### config.mk
export PLATFORM = sky130hd
export DESIGN_NAME = tcu_compare
export DESIGN_NICKNAME = d
export VERILOG_FILES = /design/src/verilog/tcu_pkg.sv /design/src/verilog/tcu_compare.sv /design/src/verilog/tcu_sticky_flag.sv
export SDC_FILE = /design/constraint.sdc
export NUM_CORES = 1
export LEC_CHECK = 0
export ABC_AREA = 1
export BUFFER_PORTS_ARGS = -buffer_cell sky130_fd_sc_hd__clkbuf_2
export CORE_ASPECT_RATIO = 0.5
export CORE_MARGIN = 8
export CORE_UTILIZATION = 52
export CTS_CLUSTER_DIAMETER = 30
export DETAILED_ROUTE_END_ITERATION = 7
export PLACE_DENSITY = 0.85
export SYNTH_ARGS = -nofsm -noshare
export SYNTH_HDL_FRONTEND = slang
export SYNTH_SLANG_ARGS = --single-unit
### constraint.sdc
create_clock -name clk_i -period 2.2 [get_ports clk_i]
set_clock_uncertainty 0.05 [all_clocks]
set_input_delay 0.11 -clock clk_i [delete_from_list [all_inputs] [get_ports clk_i]]
set_output_delay 0.11 -clock clk_i [all_outputs]
set_load 0.005 [all_outputs]
### src/verilog/tcu_pkg.sv
// Purpose: Shared constants and types of the timer compare unit
// Assumes: 32-bit Avalon-MM register access, byte addresses
// Notes:   Only compare behaviour is covered; capture and PWM are absent
package tcu_pkg;

    // ****************************************
    // Widths
    // ****************************************
    localparam int unsigned ADDR_W  = 5;   // Byte address width
    localparam int unsigned DATA_W  = 32;  // Bus data width
    localparam int unsigned REG_W   = 8;   // Register width
    localparam int unsigned CNT_W   = 16;  // Timer and compare width
    localparam int unsigned FLAG_N  = 3;   // Number of sticky events

    // ****************************************
    // Register byte offsets
    // ****************************************
    localparam logic [4:0] OFF_CONTROL = 5'h00; // unit_control
    localparam logic [4:0] OFF_CMP_LO  = 5'h04; // compare_value_low
    localparam logic [4:0] OFF_CMP_HI  = 5'h08; // compare_value_high
    localparam logic [4:0] OFF_STATUS  = 5'h0c; // Sticky events, read only
    localparam logic [4:0] OFF_CLEAR   = 5'h10; // Write one to clear
    localparam logic [4:0] OFF_ENABLE  = 5'h14; // Interrupt enables
    localparam logic [4:0] OFF_STATE   = 5'h18; // Live unit state

    // ****************************************
    // Field positions and reset values
    // ****************************************
    localparam int unsigned MODE_LSB    = 0;  // unit_mode_field low bit
    localparam int unsigned FLG_MATCH   = 0;  // unit_irq_flag
    localparam int unsigned FLG_TRIGGER = 1;  // Special trigger fired
    localparam int unsigned FLG_TRESET  = 2;  // Timer reset issued
    localparam logic [7:0]  CONTROL_RST = 8'h00;
    localparam logic [7:0]  CMP_RST     = 8'h00;
    localparam logic [2:0]  ENABLE_RST  = 3'h0;

    // ****************************************
    // Compare modes
    // ****************************************
    typedef enum logic [3:0] {
        MODE_OFF     = 4'b0000, // Unit off
        MODE_TOGGLE  = 4'b0010, // Toggle latch on match
        MODE_SET     = 4'b1000, // Set latch on match
        MODE_CLEAR   = 4'b1001, // Clear latch on match
        MODE_SWINT   = 4'b1010, // Interrupt only
        MODE_SPECIAL = 4'b1011  // Special event trigger
    } tcu_mode_e;

    // ****************************************
    // Bus request carrier
    // ****************************************
    typedef struct packed {
        logic              read;      // Read strobe
        logic              write;     // Write strobe
        logic [4:0]        address;   // Byte address
        logic [3:0]        byteen;    // Byte enables
        logic [31:0]       writedata; // Write data
    } tcu_bus_req_s;

endpackage : tcu_pkg

### src/verilog/tcu_compare.sv
// Purpose: Compare function of a capture/compare unit on Avalon-MM
// Assumes: Timer count and tick are synchronous to clk_i
// Notes:   One answer cycle per bus access; status is sticky
//
// Local design decisions: the Avalon-MM register port and the placing of the registers.
`timescale 1ns/1ns

module tcu_compare (
    input  wire logic        clk_i,           // System clock
    input  wire logic        reset_i,         // Synchronous reset
    input  wire logic [4:0]  avs_address_i,   // Byte address
    input  wire logic        avs_read_i,      // Read request
    input  wire logic        avs_write_i,     // Write request
    input  wire logic [3:0]  avs_byteenable_i, // Byte lanes
    input  wire logic [31:0] avs_writedata_i, // Write data
    output logic [31:0]      avs_readdata_o,  // Read data
    output logic             avs_waitrequest_o, // Stall
    input  wire logic [15:0] timer_count_i,   // Timer high:low bytes
    input  wire logic        timer_tick_i,    // Timer clock rising edge
    input  wire logic        sleep_i,         // System clock halted
    output logic             timer_reset_o,   // Reset timer pulse
    output logic             adc_start_o,     // Special event trigger
    output logic             pin_out_o,       // unit_pin level
    output logic             pin_oe_o,        // Unit drives unit_pin
    output logic             irq_o            // Level interrupt
);

    // ****************************************
    // Declarations
    // ****************************************
    tcu_pkg::tcu_bus_req_s req;               // Packed bus request
    logic [7:0]            ctrl_reg;          // unit_control
    logic [7:0]            cmp_lo_reg;        // compare_value_low
    logic [7:0]            cmp_hi_reg;        // compare_value_high
    logic [2:0]            enable_reg;        // Interrupt enables
    logic [2:0]            flags;             // Sticky status
    logic [2:0]            flag_set;          // Event pulses
    logic [2:0]            flag_clr;          // Clear pulses
    logic                  wait_reg;          // Waitrequest flop
    logic [31:0]           rdata_reg;         // Read data flop
    logic                  accept;            // Access completes now
    logic                  wr_accept;         // Write takes effect
    logic                  match_cur;         // Equal this cycle
    logic                  match_prev_reg;    // Equal last cycle
    logic                  match_evt;         // New match event
    logic                  latch_reg;         // Compare output latch
    logic                  pend_reg;          // Timer reset pending
    logic                  trig_reg;          // Trigger output flop
    logic                  treset_reg;        // Timer reset flop
    logic                  oe_reg;            // Pin drive flop
    logic                  irq_reg;           // Interrupt flop
    logic                  zero_ctrl_wr;      // Zero written to control
    tcu_pkg::tcu_mode_e    mode;              // Decoded mode field

    // ****************************************
    // Bus slave
    // ****************************************
    assign req.read      = avs_read_i;
    assign req.write     = avs_write_i;
    assign req.address   = avs_address_i;
    assign req.byteen    = avs_byteenable_i;
    assign req.writedata = avs_writedata_i;

    // Completes on the cycle after the request is first seen
    assign accept    = (req.read || req.write) && !wait_reg;
    assign wr_accept = accept && req.write && req.byteen[0];

    // Waitrequest is high by default, dropped for one answer cycle
    always_ff @(posedge clk_i) begin
        if (reset_i) begin
            wait_reg <= 1'b1;
        end else begin
            wait_reg <= !((req.read || req.write) && wait_reg);
        end
    end

    // Read data prepared in the wait cycle; unmapped reads zero
    always_ff @(posedge clk_i) begin
        if (reset_i) begin
            rdata_reg <= 32'h0000_0000;
        end else if (req.read && wait_reg) begin
            if (req.address == tcu_pkg::OFF_CONTROL) begin
                rdata_reg <= {24'h00_0000, ctrl_reg};
            end else if (req.address == tcu_pkg::OFF_CMP_LO) begin
                rdata_reg <= {24'h00_0000, cmp_lo_reg};
            end else if (req.address == tcu_pkg::OFF_CMP_HI) begin
                rdata_reg <= {24'h00_0000, cmp_hi_reg};
            end else if (req.address == tcu_pkg::OFF_STATUS) begin
                rdata_reg <= {29'h0000_0000, flags};
            end else if (req.address == tcu_pkg::OFF_ENABLE) begin
                rdata_reg <= {29'h0000_0000, enable_reg};
            end else if (req.address == tcu_pkg::OFF_STATE) begin
                rdata_reg <= {29'h0000_0000, pend_reg, match_cur,
                              latch_reg};
            end else begin
                rdata_reg <= 32'h0000_0000;
            end
        end
    end

    // Control and compare registers
    always_ff @(posedge clk_i) begin
        if (reset_i) begin
            ctrl_reg   <= tcu_pkg::CONTROL_RST;
            cmp_lo_reg <= tcu_pkg::CMP_RST;
            cmp_hi_reg <= tcu_pkg::CMP_RST;
            enable_reg <= tcu_pkg::ENABLE_RST;
        end else if (wr_accept) begin
            if (req.address == tcu_pkg::OFF_CONTROL) begin
                ctrl_reg <= req.writedata[7:0];
            end else if (req.address == tcu_pkg::OFF_CMP_LO) begin
                cmp_lo_reg <= req.writedata[7:0];
            end else if (req.address == tcu_pkg::OFF_CMP_HI) begin
                cmp_hi_reg <= req.writedata[7:0];
            end else if (req.address == tcu_pkg::OFF_ENABLE) begin
                enable_reg <= req.writedata[2:0];
            end
        end
    end

    assign zero_ctrl_wr = wr_accept && (req.address == tcu_pkg::OFF_CONTROL)
                          && (req.writedata[7:0] == 8'h00);
    assign flag_clr = (wr_accept && (req.address == tcu_pkg::OFF_CLEAR))
                      ? req.writedata[2:0] : 3'h0;

    // ****************************************
    // Comparator
    // ****************************************
    // Only the low nibble selects the mode; upper bits are stored only
    assign mode = tcu_pkg::tcu_mode_e'(ctrl_reg[tcu_pkg::MODE_LSB +: 4]);

    // Timer must be a synchronous source; no resampling here
    // Tick marks instruction or external clock edges
    assign match_cur = ({cmp_hi_reg, cmp_lo_reg} == timer_count_i)
                       && !sleep_i
                       && (mode != tcu_pkg::MODE_OFF);
    // Rising edge of equality, so a held match acts once
    assign match_evt = match_cur && !match_prev_reg;

    always_ff @(posedge clk_i) begin
        if (reset_i) begin
            match_prev_reg <= 1'b0;
        end else begin
            match_prev_reg <= match_cur;
        end
    end

    // ****************************************
    // Output latch and pin
    // ****************************************
    // Zero control write wins; port data latch is elsewhere
    always_ff @(posedge clk_i) begin
        if (reset_i || zero_ctrl_wr) begin
            latch_reg <= 1'b0;
        end else if (match_evt) begin
            case (mode)
                tcu_pkg::MODE_TOGGLE: latch_reg <= !latch_reg;
                tcu_pkg::MODE_SET:    latch_reg <= 1'b1;
                tcu_pkg::MODE_CLEAR:  latch_reg <= 1'b0;
                default:              latch_reg <= latch_reg;
            endcase
        end
    end

    // Drive only in latch modes; direction bit is software's
    always_ff @(posedge clk_i) begin
        if (reset_i) begin
            oe_reg <= 1'b0;
        end else begin
            oe_reg <= (mode == tcu_pkg::MODE_TOGGLE)
                      || (mode == tcu_pkg::MODE_SET)
                      || (mode == tcu_pkg::MODE_CLEAR);
        end
    end

    // ****************************************
    // Special event trigger
    // ****************************************
    // Trigger on the match, timer reset waits for the tick
    always_ff @(posedge clk_i) begin
        if (reset_i) begin
            trig_reg <= 1'b0;
        end else begin
            trig_reg <= match_evt && (mode == tcu_pkg::MODE_SPECIAL);
        end
    end

    // Pending reset dropped when the match vanishes
    always_ff @(posedge clk_i) begin
        if (reset_i) begin
            pend_reg   <= 1'b0;
            treset_reg <= 1'b0;
        end else begin
            treset_reg <= 1'b0;
            if (match_evt && (mode == tcu_pkg::MODE_SPECIAL)) begin
                pend_reg <= 1'b1;
            end else if (pend_reg && !match_cur) begin
                pend_reg <= 1'b0;
            end else if (pend_reg && timer_tick_i) begin
                pend_reg   <= 1'b0;
                treset_reg <= 1'b1;
            end
        end
    end

    // ****************************************
    // Interrupts
    // ****************************************
    // Match flag set with the latch action in every mode except MODE_OFF
    assign flag_set[tcu_pkg::FLG_MATCH]   = match_evt;
    assign flag_set[tcu_pkg::FLG_TRIGGER] = trig_reg;
    assign flag_set[tcu_pkg::FLG_TRESET]  = treset_reg;

    for (genvar g = 0; g < tcu_pkg::FLAG_N; g++) begin : g_flag
        tcu_sticky_flag u_flag (
            .clk_i   (clk_i),
            .reset_i (reset_i),
            .set_i   (flag_set[g]),
            .clr_i   (flag_clr[g]),
            .flag_o  (flags[g])
        );
    end

    // Level output, one cycle behind the status bits
    always_ff @(posedge clk_i) begin
        if (reset_i) begin
            irq_reg <= 1'b0;
        end else begin
            irq_reg <= |(flags & enable_reg);
        end
    end

    // ****************************************
    // Outputs
    // ****************************************
    // Timer reset is its own strobe, apart from overflow
    assign avs_readdata_o    = rdata_reg;
    assign avs_waitrequest_o = wait_reg;
    assign timer_reset_o     = treset_reg;
    assign adc_start_o       = trig_reg;
    assign pin_out_o         = latch_reg;
    assign pin_oe_o          = oe_reg;
    assign irq_o             = irq_reg;
endmodule : tcu_compare

### src/verilog/tcu_sticky_flag.sv
// Purpose: One sticky event bit with write-one-to-clear
// Assumes: Synchronous active-high reset
// Notes:   A set in the clear cycle wins, so no event is lost
`timescale 1ns/1ns
module tcu_sticky_flag (
    input  wire logic clk_i,    // System clock
    input  wire logic reset_i,  // Synchronous reset
    input  wire logic set_i,    // Event pulse
    input  wire logic clr_i,    // Software clear pulse
    output logic      flag_o    // Sticky flag
);

    // ****************************************
    // Flag register
    // ****************************************
    // Set has priority over clear
    always_ff @(posedge clk_i) begin
        if (reset_i) begin
            flag_o <= 1'b0;
        end else if (set_i) begin
            flag_o <= 1'b1;
        end else if (clr_i) begin
            flag_o <= 1'b0;
        end
    end

endmodule : tcu_sticky_flag
After elaboration in Yosys (flattened, before gate mapping)
Cells that the tools add are included.
W data, S select, Z words.
{"block": "word_totals", "ff_bits": 70, "out_inout_bits": 38}
{"block": "op_classes", "n_mux": 18, "eq_ne": 11, "n_bitwise": 4, "n_reduce_logical": 39}
{"cell": "$mux W8", "count": 3}
{"cell": "$eq A16 B16 Y1", "count": 1}
{"cell": "$eq A5 B5 Y1 const B", "count": 3}
{"cell": "$logic_and A1 B1 Y1", "count": 14}
{"cell": "$eq A4 B4 Y1 const B", "count": 3}
{"cell": "$mux W3", "count": 4}
{"cell": "$eq A5 B4 Y1 const B", "count": 2}
{"cell": "$mux W1", "count": 10}
{"cell": "$logic_not A8 Y1", "count": 1}
{"cell": "$logic_not A1 Y1", "count": 6}
{"cell": "$reduce_bool A2 Y1", "count": 3}
{"cell": "$reduce_bool A3 Y1", "count": 2}
{"cell": "$reduce_or A3 Y1", "count": 2}
{"cell": "$eq A5 B3 Y1 const B", "count": 1}
{"cell": "$logic_not A5 Y1", "count": 1}
{"cell": "$reduce_and A5 Y1", "count": 1}
{"cell": "$eq A4 B2 Y1 const B", "count": 1}
{"cell": "$logic_or A1 B1 Y1", "count": 4}
{"cell": "$reduce_and A2 Y1", "count": 2}
{"cell": "$reduce_and A4 Y1", "count": 1}
{"cell": "$reduce_bool A4 Y1", "count": 1}
{"cell": "$and A3 B3 Y3", "count": 1}
{"cell": "$not A1 Y1", "count": 3}
{"cell": "$pmux W1 S3", "count": 1}
{"cell": "$reduce_and A3 Y1", "count": 1}

Logic depth before layout (Yosys ltp)
Gate-level depths: netlist of the first run.
{"block": "logic_depth", "word_depth": 9, "depth_mapped": 12, "ltp_nobuf": 12}

Hierarchy
Synthesis of the first run repeated with hierarchy kept, for this count alone.
{"block": "hier_totals", "hier_cells": 394, "area_unflattened_um2": 2560.0}
{"module": "tcu_compare", "cells_each": 379, "seq_area_each_um2": 860.8, "area_per_inst_um2": 2439.8, "instances": 1}
{"module": "tcu_sticky_flag", "cells_each": 5, "seq_area_each_um2": 20.0, "area_per_inst_um2": 40.0, "instances": 3}

Least setup slack after synthesis of the first run
OpenSTA, ideal clock, no wires.
{"block": "synth_path", "kind": "reg2reg", "from": "register cmp_hi_reg[6]", "to": "register treset_reg (netlist: timer_reset_o)", "setup_slack_ns": 0.864, "path_stages_with_launch": 12, "synth_period_minus_slack_ns": 1.336, "setup_ns": 0.112, "t_arrival_ns": 1.174, "path_buffers": 0, "path_cell_list": "dfxtp_1 > inv_1 > nand2_1 > nand2_1 > nor2_1 > nand2_1 > nor3_1 > nand3_1 > nor2_1 > nand2_1 > nand2_1 > nor2_1"}
{"block": "synth_between", "elab_chain_cells": 6, "word_cells_on_any_way": 8, "classes_between": "1 x eq/ne; 7 x reduce/logical"}
{"element": "start, declared", "line_no": "tcu_compare.sv:34", "source": "logic [7:0] cmp_hi_reg;"}
{"element": "start signal, assigned", "line_no": "tcu_compare.sv:106", "source": "cmp_hi_reg <= tcu_pkg::CMP_RST;"}
{"element": "start signal, assigned", "line_no": "tcu_compare.sv:114", "source": "cmp_hi_reg <= req.writedata[7:0];"}
{"element": "$eq A16 B16 Y1 *", "line_no": "tcu_compare.sv:134", "source": "assign match_cur = ({cmp_hi_reg, cmp_lo_reg} == timer_count_i)"}
{"element": "$logic_and A1 B1 Y1 *", "line_no": "tcu_compare.sv:135", "source": "&& !sleep_i"}
{"element": "$logic_and A1 B1 Y1 *", "line_no": "tcu_compare.sv:136", "source": "&& (mode != tcu_pkg::MODE_OFF);"}
{"element": "$logic_and A1 B1 Y1 / $logic_not A1 Y1 (equally long branches)", "line_no": "tcu_compare.sv:138, tcu_compare.sv:197"}
{"element": "$logic_and A1 B1 Y1, on equally long branches", "line_no": "tcu_compare.sv:195, tcu_compare.sv:197"}
{"element": "$reduce_or A3 Y1 (no line) *"}
{"element": "end signal, assigned", "line_no": "tcu_compare.sv:192", "source": "treset_reg <= 1'b0;"}
{"element": "end signal, assigned", "line_no": "tcu_compare.sv:194", "source": "treset_reg <= 1'b0;"}
{"element": "end signal, assigned", "line_no": "tcu_compare.sv:201", "source": "treset_reg <= 1'b1;"}
{"element": "end, declared", "line_no": "tcu_compare.sv:49", "source": "logic treset_reg;"}
Every way passes the cells marked *; elsewhere a longest branch is shown, timed or not.
A chain may end at the register's enable or synchronous reset.

Worst setup path after layout of the first run
{"block": "layout_path", "from": "register cmp_lo_reg[2]", "to": "register pend_reg"}
{"block": "layout_between", "elab_chain_cells": 7, "word_cells_on_any_way": 10, "classes_between": "1 x eq/ne; 2 x mux; 7 x reduce/logical"}
{"element": "start, declared", "line_no": "tcu_compare.sv:33", "source": "logic [7:0] cmp_lo_reg;"}
{"element": "start signal, assigned", "line_no": "tcu_compare.sv:105", "source": "cmp_lo_reg <= tcu_pkg::CMP_RST;"}
{"element": "start signal, assigned", "line_no": "tcu_compare.sv:112", "source": "cmp_lo_reg <= req.writedata[7:0];"}
{"element": "$eq A16 B16 Y1 *", "line_no": "tcu_compare.sv:134"}
{"element": "$logic_and A1 B1 Y1 *", "line_no": "tcu_compare.sv:135"}
{"element": "$logic_and A1 B1 Y1 *", "line_no": "tcu_compare.sv:136"}
{"element": "$logic_not A1 Y1", "line_no": "tcu_compare.sv:197", "source": "end else if (pend_reg && !match_cur) begin"}
{"element": "$logic_and A1 B1 Y1", "line_no": "tcu_compare.sv:197"}
{"element": "$mux W1", "line_no": "tcu_compare.sv:197"}
{"element": "$mux W1", "line_no": "tcu_compare.sv:195", "source": "if (match_evt && (mode == tcu_pkg::MODE_SPECIAL)) begin"}
{"element": "end signal, assigned", "line_no": "tcu_compare.sv:196", "source": "pend_reg <= 1'b1;"}
{"element": "end signal, assigned", "line_no": "tcu_compare.sv:198", "source": "pend_reg <= 1'b0;"}
{"element": "end signal, assigned", "line_no": "tcu_compare.sv:200", "source": "pend_reg <= 1'b0;"}
{"element": "end, declared", "line_no": "tcu_compare.sv:47", "source": "logic pend_reg;"}
Marked as above.

==> results of run 1 <==
[critical path: stages, from the launching register on]
cell,delay [ns]
dfxtp_1,0.43
inv_1,0.06
nand2_1,0.08
nand2_1,0.05
nor4_1,0.31
nand3_1,0.19
nor2_1,0.20
nand3_1,0.12
o21ai_1,0.09
[power breakdown]
part           internal, mW  total, mW  switching [mW]
combinational        0.0652      0.178           0.113
sequential            0.841      0.847         0.00572
clock                 0.334      0.627           0.292
[final timing paths]
path                                                startpoint                             end  slack, ns  cells past startpoint
worst max-delay path                cmp_lo_reg[2]$_SDFFE_PP0P_           pend_reg$_SDFFE_PP0P_       0.55                      8
worst min-delay path                        avs_writedata_i[4]      cmp_hi_reg[4]$_SDFFE_PP0P_       0.05                      3
worst max register to register      cmp_lo_reg[2]$_SDFFE_PP0P_           pend_reg$_SDFFE_PP0P_       0.55                      8
worst min register to register  avs_readdata_o[0]$_SDFFE_PP0P_  avs_readdata_o[0]$_SDFFE_PP0P_       0.42                      2
[logic make-up (layout without fill, tap and decap cells)]
logic type / after synthesis / after routing / share of synthesized area (%)
simple gates: 168 / 168 / 28.96
compound gates: 83 / 83 / 17.21
buf+inv: 82 / 112 / 16.13
xor+xnor: 4 / 4 / 1.377
other cells: 1 / 24 / 0.1474
flops: 46 / 46 / 36.18
[area by class of cell]
| cell class | instances | area share (%) |
|---|---|---|
| Clock buffer | 5 | 2.380 |
| Clock inverter | 3 | 1.385 |
| Inverter | 51 | 6.621 |
| Multi-Input combinational cell | 279 | 44.96 |
| Sequential cell | 46 | 31.85 |
| Tap cell | 70 | 3.029 |
| Timing Repair Buffer | 53 | 9.779 |
[layer usage]
metal	up-vias	wire [um]	GRT usage, %	part of all wire (%)
met1	1122	2915	21.75	43
met4	0	129	6.807	1.9
met5	-	0	0	0
met2	112	3072	29.65	46
li1	1289	-	-	-
met3	14	598	3.199	8.9
[through the flow]
stage          setup slack, ns  util [%]  total power, mW  hold WS [ns]  std cells
3_3_place_gp            0.5430     57.11            1.032        0.2606        496
2_1_floorplan           0.8639         -           0.9874        0.1562        407
4_1_cts                 0.5597     59.99            1.651       0.04913        507
6_report                0.5484     59.99            1.652       0.05205        507
5_1_grt                 0.3528     59.99            1.717       0.05334        507
3_5_place_dp            0.5089     57.11            1.034        0.2613        496
[repair_timing]
| action | in CTS | in global routing |
|---|---|---|
| hold buffers | 3 | 0 |
| endpoints found under the hold margin | 3 | 0 |
| setup buffers | 0 | 0 |
| gates resized for setup | 0 | 0 |
[cell usage after synthesis, types with 2 or more instances]
library cell / n / share of area [%]
nand2_1: 89 / 13
dfxtp_1: 46 / 36
inv_1: 46 / 6.8
nor2_1: 46 / 6.8
o21ai_0: 35 / 6.9
a21oi_1: 32 / 6.3
buf_4: 25 / 7.4
nand3_1: 11 / 2.2
o21ai_1: 6 / 1.2
a31oi_1: 5 / 1.2
inv_2: 5 / 0.74
clkbuf_1: 4 / 0.59
nand4_1: 4 / 0.98
nor3_1: 3 / 0.59
nor4_1: 3 / 0.74
xnor2_1: 3 / 1.0
nand2_2: 2 / 0.49
nor2_2: 2 / 0.49
nor2_4: 2 / 0.88
o2111ai_1: 2 / 0.69
==> results by group, run 1 <==
Status
  – Status: complete, no violations

Route
  – Routed len/inst: 13.25 um
  – Detailed Route Iter0 Violations: 144
  – First-pass DRT Iterations: 5
  – Via count: 2537
  – Remaining antenna violation count after routing: 0
  – Routed wire length: 6717 um
  – Vias per cell: 5.004
  – Post-route DRC: 0

Timing
  – Min cycle time layout: 1.652 ns
  – Tcrit/Tclk final: 75.07%
  – RSZ-0062 raised after global routing: false
  – Final hold violations: 0
  – Max Freq: 605.5 MHz
  – Max-slew violation count: 0
  – Setup TNS: 0 ns
  – Final setup violation count: 0

Die
  – Starting Density: 52.80%
  – Die Footprint: 7525 um^2
  – Core Area: 4820 um^2
  – Die outline width: 114.9 um
  – IO Count: 101
  – Row cnt: 18
  – Die Ht: 65.47 um

Critical path
  – Setup crit start kind: flip-flop
  – Setup CP Type: flip-flop to flip-flop
  – Crit end category: flip-flop
  – Arrival @ worst endpoint: 1.85 ns
  – CP Data Required Time: 2.40 ns
  – CP Max Fanout: 4

Power
  – Leak pwr: 1.326 nW
  – Worst IR Drop VDD: 0.2906 mV
  – PwrDens: 571.3 nW/um^2

Layout
  – Final nets: 499
  – Filler cells: 461
  – Commonest cells after routing, fill and taps aside: nand2_1, clkbuf_2, inv_1, nor2_1, dfxtp_1
  – # diodes: 0
  – Syn-to-layout area delta: 13.62%
  – Share of cells above drive strength 1: 16.93%
  – Storage cell area: 920.9 um^2
  – Commonest non-fill, non-tap cell in the layout: nand2_1
  – Fin area: 2892 um^2
  – Multi-input gate area: 1300 um^2

Global route
  – First-pass GRT wire length: 10510 um
  – GRT Resource Usage Total: 17.46%
  – Largest net degree at the start of global routing: 26
  – Initial antenna violation count: 0
  – GRT overflow: 0
  – Number of global-route vias before repair: 2271

Placement
  – Placer Congestion: 0.9196
  – Area after DPL: 2753 um^2
  – IO buf count: 49
  – Detailed Place HPWL: 5140 um

Yosys
  – Number of synthesized flops with an enable pin: 0
  – Synth unique cells: 33
  – Syn Area/Cell: 6.627 um^2
  – Mapped Area: 2545 um^2
  – Dominant synthesized flop cell: dfxtp_1
  – Post-synthesis sequential area ratio: 36.18%
  – Post-Syn Instances: 384
  – Number of synthesized register bits: 46
  – Synth warn: 0
  – Async set-reset flop share out of synthesis: 0%

Flow run
  – Maximum capacitance violations: 0

Clock tree
  – Clock root buffer: clkbuf_8
  – CTS tree: built
  – Total CTS buffers: 5
  – Worst-Skew Late Latency: 0.31 ns
  – CTS clk-pin slew, worst paths: 0.08 ns
  – H-Tree Depth: 2
  – # clock sinks: 46
  – Clock buffer depth: 2

Hold path
  – HP Class: input port to flip-flop
(Power assumes the default switching activity.)
==> run 2, diff against run 1 <==
CORE_UTILIZATION = 49   (was 52)
PLACE_DENSITY = 0.81   (was 0.85)
clock period = 1.7 ns   (was 2.2 ns; I/O delays follow)
==> results by group, run 2 (synthesis gave the netlist of run 1 again) <==
Layout
  – Commonest cells after routing, fill and taps aside: nand2_1, clkbuf_2, inv_1
  – Commonest non-fill, non-tap cell in the layout: nand2_1
  – Final nets: 510
  – Filler cells: 473
  – Non-filler cells, final: 517
  – Share of cells above drive strength 1: 20.13%
  – Syn-to-layout area delta: 17.35%
  – Fin util: 60.28%
  – # diodes: 0

Die
  – Row cnt: 18
  – IO Count: 101
  – Core Area: 4955 um^2
  – Die Ht: 66.96 um
  – Die Footprint: 7896 um^2
  – Starting Density: 51.36%
  – Die outline width: 117.9 um

Power
  – Combinational group share of total power: 12.3%
  – Net Sw Frac: 25.85%
  – Flop pwr share: 55.5%
  – Leak pwr: 1.368 nW
  – PwrDens: 661.1 nW/um^2
  – Switching Power: 0.5103 mW
  – Total power: 1.974 mW
  – Clock power frac: 32.2%
  – Worst IR Drop VDD: 0.4421 mV
  – Int Pwr: 1.464 mW

Route
  – Via count: 2572
  – First-pass DRT Iterations: 5
  – Vias per cell: 4.975
  – Remaining antenna violation count after routing: 0
  – Detailed Route Iter0 Violations: 173
  – Routed wire length: 7001 um
  – Post-route DRC: 0
  – Routed len/inst: 13.54 um

Clock tree
  – Worst-Skew Late Latency: 0.30 ns
  – CTS clk-pin slew, worst paths: 0.08 ns
  – H-Tree Depth: 2
  – Clock buffer depth: 2
  – Clock root buffer: clkbuf_8
  – # clock sinks: 46
  – Total CTS buffers: 5
  – CTS tree: built
  – Post-CTS Repair Setup Buffers: 0

Critical path
  – Arrival @ worst endpoint: 1.75 ns
  – Worst R2R End: timer_reset_o$_SDFF_PP0_
  – Worst reg-to-reg setup slack: 0.1 ns
  – Crit end category: flip-flop
  – Reg-to-Reg Start: cmp_hi_reg[4]$_SDFFE_PP0P_
  – Setup crit start kind: flip-flop
  – CP Data Required Time: 1.84 ns
  – R2R cell count: 8
  – Setup CP Type: flip-flop to flip-flop
  – CP Max Fanout: 3

Timing
  – Min cycle time layout: 1.601 ns
  – Tcrit/Tclk final: 94.19%
  – Max-slew violation count: 0
  – Final hold violations: 0
  – Max Freq: 624.5 MHz
  – Post-route setup slack: 0.09877 ns
  – Hold slack: 0.03636 ns
  – Final setup violation count: 0

Global route
  – Number of global-route vias before repair: 2371
  – GRT Resource Usage Total: 17.56%
  – First-pass GRT wire length: 11230 um
  – GRT overflow: 0
  – Initial antenna violation count: 0
  – Largest net degree at the start of global routing: 26

Placement
  – Detailed Place HPWL: 5571 um
  – IO buf count: 49
  – Placed Instances: 507
  – Placer Congestion: 0.9593
  – Place WS: 0.1118 ns

Flow run
  – Maximum capacitance violations: 0

Hold path
  – HP Class: input port to flip-flop
  – Hold path depth: 3
  – Hold Path Origin: avs_writedata_i[6]
  – Hold endpoint: cmp_lo_reg[6]$_SDFFE_PP0P_

Status
  – Status: complete, no violations
run 2: changes by cell type in the layout (fill, tap and decap cells not counted), moves of 2 or more:
cell      previous run  this run
buf_4                1        11
dfxtp_1             46        43
dfxtp_2              0         3
clkbuf_1             0         2
clkinv_2             2         0
nand3_1             11         9
nand3_2              1         3
run 2: repair_timing:
item                       in CTS  in global routing
hold endpoints to repair        3                  0
setup endpoints to repair       0                  4
resized for setup               0                  9
hold buffers                    3                  0
run 2: stage by stage:
stage | instance area [um^2] | TNS, ns
4_1_cts | 2954 | 0
3_3_place_gp | 2848 | 0
5_1_grt | 2987 | -0.02778
2_1_floorplan | 2631 | 0
6_report | 2987 | 0
3_5_place_dp | 2848 | 0
run 2: metal layers:
layer / wire, um / track usage (%) / up-vias
li1: - / - / 1313
met1: 3242 / 21.77 / 1138
met2: 3044 / 29.05 / 111
met3: 622 / 5.396 / 10
met4: 92 / 5.529 / 0
met5: 0 / 0 / -
run 2: final cells by class:
type / count / area (um^2) / share of cell area, %
clock buffer: 7 / 76.32 / 2.556
inverter: 51 / 191.4 / 6.410
sequential: 46 / 924.6 / 30.96
timing repair buffer: 64 / 377.9 / 12.65
tap: 70 / 87.58 / 2.933
multi-input combinational: 279 / 1329 / 44.49
run 2: worst max-delay path by stage:
stage,from,endpoint,slack [ns]
detailed placement,cmp_lo_reg[5]$_SDFFE_PP0P_,pend_reg$_SDFFE_PP0P_,0.11
finish,cmp_hi_reg[4]$_SDFFE_PP0P_,timer_reset_o$_SDFF_PP0_,0.1
floorplan,cmp_hi_reg[6]$_SDFFE_PP0P_,timer_reset_o$_SDFF_PP0_,0.36
CTS,cmp_lo_reg[5]$_SDFFE_PP0P_,pend_reg$_SDFFE_PP0P_,0.08
global placement,cmp_lo_reg[7]$_SDFFE_PP0P_,timer_reset_o$_SDFF_PP0_,0.05
global route,cmp_hi_reg[0]$_SDFFE_PP0P_,pend_reg$_SDFFE_PP0P_,-0.02
run 2: critical path: stages (launching register included):
cell     delay, ns
dfxtp_1       0.33
xnor2_1       0.26
nand4_1       0.15
nor3_2        0.23
nand3_2       0.16
nor2_4        0.17
nand2_1       0.06
nand2_1       0.06
nor2_1        0.04
run 2: power groups by stage:
stage	logic [mW]	registers [mW]	clock network [mW]
after floorplan	0.156	1.12	0
after global placement	0.225	1.12	0
after detailed placement	0.227	1.12	0
after CTS	0.234	1.10	0.644
after global routing	0.271	1.10	0.686
final	0.242	1.10	0.636
==> run 3, diff against run 2 <==
clock period = 1.5 ns   (was 1.7 ns; I/O delays follow)
==> results by group, run 3 (synthesis gave the netlist of run 1 again) <==
Critical path
  – Largest stage delay, worst path: 0.34 ns
  – CP most frequent cell: nand2_1
  – CP Max Fanout: 2
  – CP Data Required Time: 1.70 ns
  – Setup CP Type: flip-flop to flip-flop
  – CP Cell Sequence: buf_6 -> nand2_4 -> nand3_1 -> nor2_1 -> nand3_1 -> nor2_2 -> nand3_1 -> nand2_1 -> nand2_1 -> nand2_1 -> nand2_1 -> a21oi_2
  – Crit-path slowest cell: dfxtp_2
  – Crit end category: flip-flop
  – Arrival @ worst endpoint: 1.69 ns
  – R2R cell count: 12
  – Setup crit start kind: flip-flop

Timing
  – Final hold violations: 0
  – Final setup violation count: 0
  – RSZ-0062 raised after global routing: true
  – Min cycle time layout: 1.495 ns
  – Tcrit/Tclk final: 99.67%
  – Post-route setup slack: 0.005018 ns
  – Max Freq: 668.9 MHz
  – Max-slew violation count: 0

Die
  – Core Area: 4955 um^2
  – Row cnt: 18
  – Starting Density: 51.36%
  – Die outline width: 117.9 um
  – Die Ht: 66.96 um
  – Die Footprint: 7896 um^2
  – IO Count: 101

Global route
  – GRT Resource Usage Total: 18.12%
  – GRT overflow: 0
  – First-pass GRT wire length: 11630 um
  – Number of global-route vias before repair: 2528
  – Initial antenna violation count: 0
  – Largest net degree at the start of global routing: 31

Route
  – Routed len/inst: 13.67 um
  – Via count: 2686
  – First-pass DRT Iterations: 4
  – Post-route DRC: 0
  – Vias per cell: 5.002
  – Detailed Route Iter0 Violations: 177
  – Routed wire length: 7341 um
  – Remaining antenna violation count after routing: 0

Clock tree
  – Total CTS buffers: 5
  – Clock root buffer: clkbuf_8
  – CTS tree: built
  – Worst-Skew Late Latency: 0.31 ns
  – Clock buffer depth: 2
  – # clock sinks: 46
  – H-Tree Depth: 2
  – CTS clk-pin slew, worst paths: 0.09 ns

Power
  – PwrDens: 766.4 nW/um^2
  – Leak pwr: 1.500 nW
  – Worst IR Drop VDD: 0.4548 mV

Hold path
  – HP Class: input port to flip-flop
  – Hold path depth: 3

Layout
  – Non-filler cells, final: 537
  – Final nets: 529
  – Syn-to-layout area delta: 26.99%
  – Commonest cells after routing, fill and taps aside: nand2_1, clkbuf_2, inv_1
  – Share of cells above drive strength 1: 29.55%
  – # diodes: 0
  – Commonest non-fill, non-tap cell in the layout: nand2_1

Placement
  – Detailed Place HPWL: 5556 um
  – Place WS: -0.09642 ns
  – IO buf count: 49
  – Placed Instances: 523
  – Placer Congestion: 0.8745

Flow run
  – Maximum capacitance violations: 0

Status
  – Status: complete, no violations
run 3: cell types whose count changed in the layout (fill, tap and decap cells not counted), sizes merged:
| cell | before | now |
|---|---|---|
| clkbuf | 56 | 55 |
| clkinvlp | 0 | 1 |
| dlygate4sd3 | 3 | 4 |
| bufinv | 0 | 1 |
| buf | 12 | 30 |
run 3: critical path: cells and delay by family (launching register included):
family / cells / cell delay, ns
flops: 1 / 0.34
compound gates: 1 / 0.10
buf+inv: 1 / 0.12
simple gates: 10 / 0.84
run 3: path summary, 6_finish.rpt:
path,startpoint,end,slack [ns]
hold reg to reg,cmp_hi_reg[0]$_SDFFE_PP0P_,cmp_hi_reg[0]$_SDFFE_PP0P_,0.42
setup reg to reg,cmp_lo_reg[1]$_SDFFE_PP0P_,avs_readdata_o[1]$_SDFFE_PP0P_,0.005
hold / removal,avs_writedata_i[6],cmp_lo_reg[6]$_SDFFE_PP0P_,0.007
setup / recovery,cmp_lo_reg[1]$_SDFFE_PP0P_,avs_readdata_o[1]$_SDFFE_PP0P_,0.005
run 3: final cells by class:
type	instances	area (um^2)
repair buffers	83	526.8
flip-flops and latches	46	932.1
clock inverters	2	37.54
multi-input cells	279	1381
clock buffers	6	72.57
well taps	70	87.58
inverters	51	193.9
fillers	438	1723
run 3: power by group:
group	total (mW)	internal [mW]	switching [mW]
Combinational	0.291	0.112	0.179
Sequential	1.24	1.23	0.00777
Clock	0.944	0.498	0.447
Total	2.48	1.84	0.633
run 3: timing repair:
action / CTS / global route
endpoints found under the setup margin: 5 / 19
pin swaps: 6 / 14
endpoints found under the hold margin: 4 / 0
hold buffers: 4 / 0
gates cloned: 0 / 0
setup buffers: 0 / 2
gates resized for setup: 14 / 30
run 3: per-stage QoR:
stage	setup TNS [ns]	cell area [um^2]	hold slack, ns	util (%)	total power, mW
global route	-0.2603	3232	0.03745	65.23	2.562
CTS	-0.03976	3163	0.008888	63.84	2.467
finish	0	3232	0.006705	65.23	2.477
floorplan	0	2631	0.1212	-	1.448
detailed placement	-0.2617	2968	0.2365	59.90	1.532
global placement	-0.07612	2968	0.2290	59.90	1.531
run 3: layer usage:
metal,up-vias,wire (um),track usage [%]
met5,-,0,0
met1,1183,3119,22.29
met4,0,131,6.793
met3,15,857,5.565
met2,138,3234,29.75
li1,1350,-,-
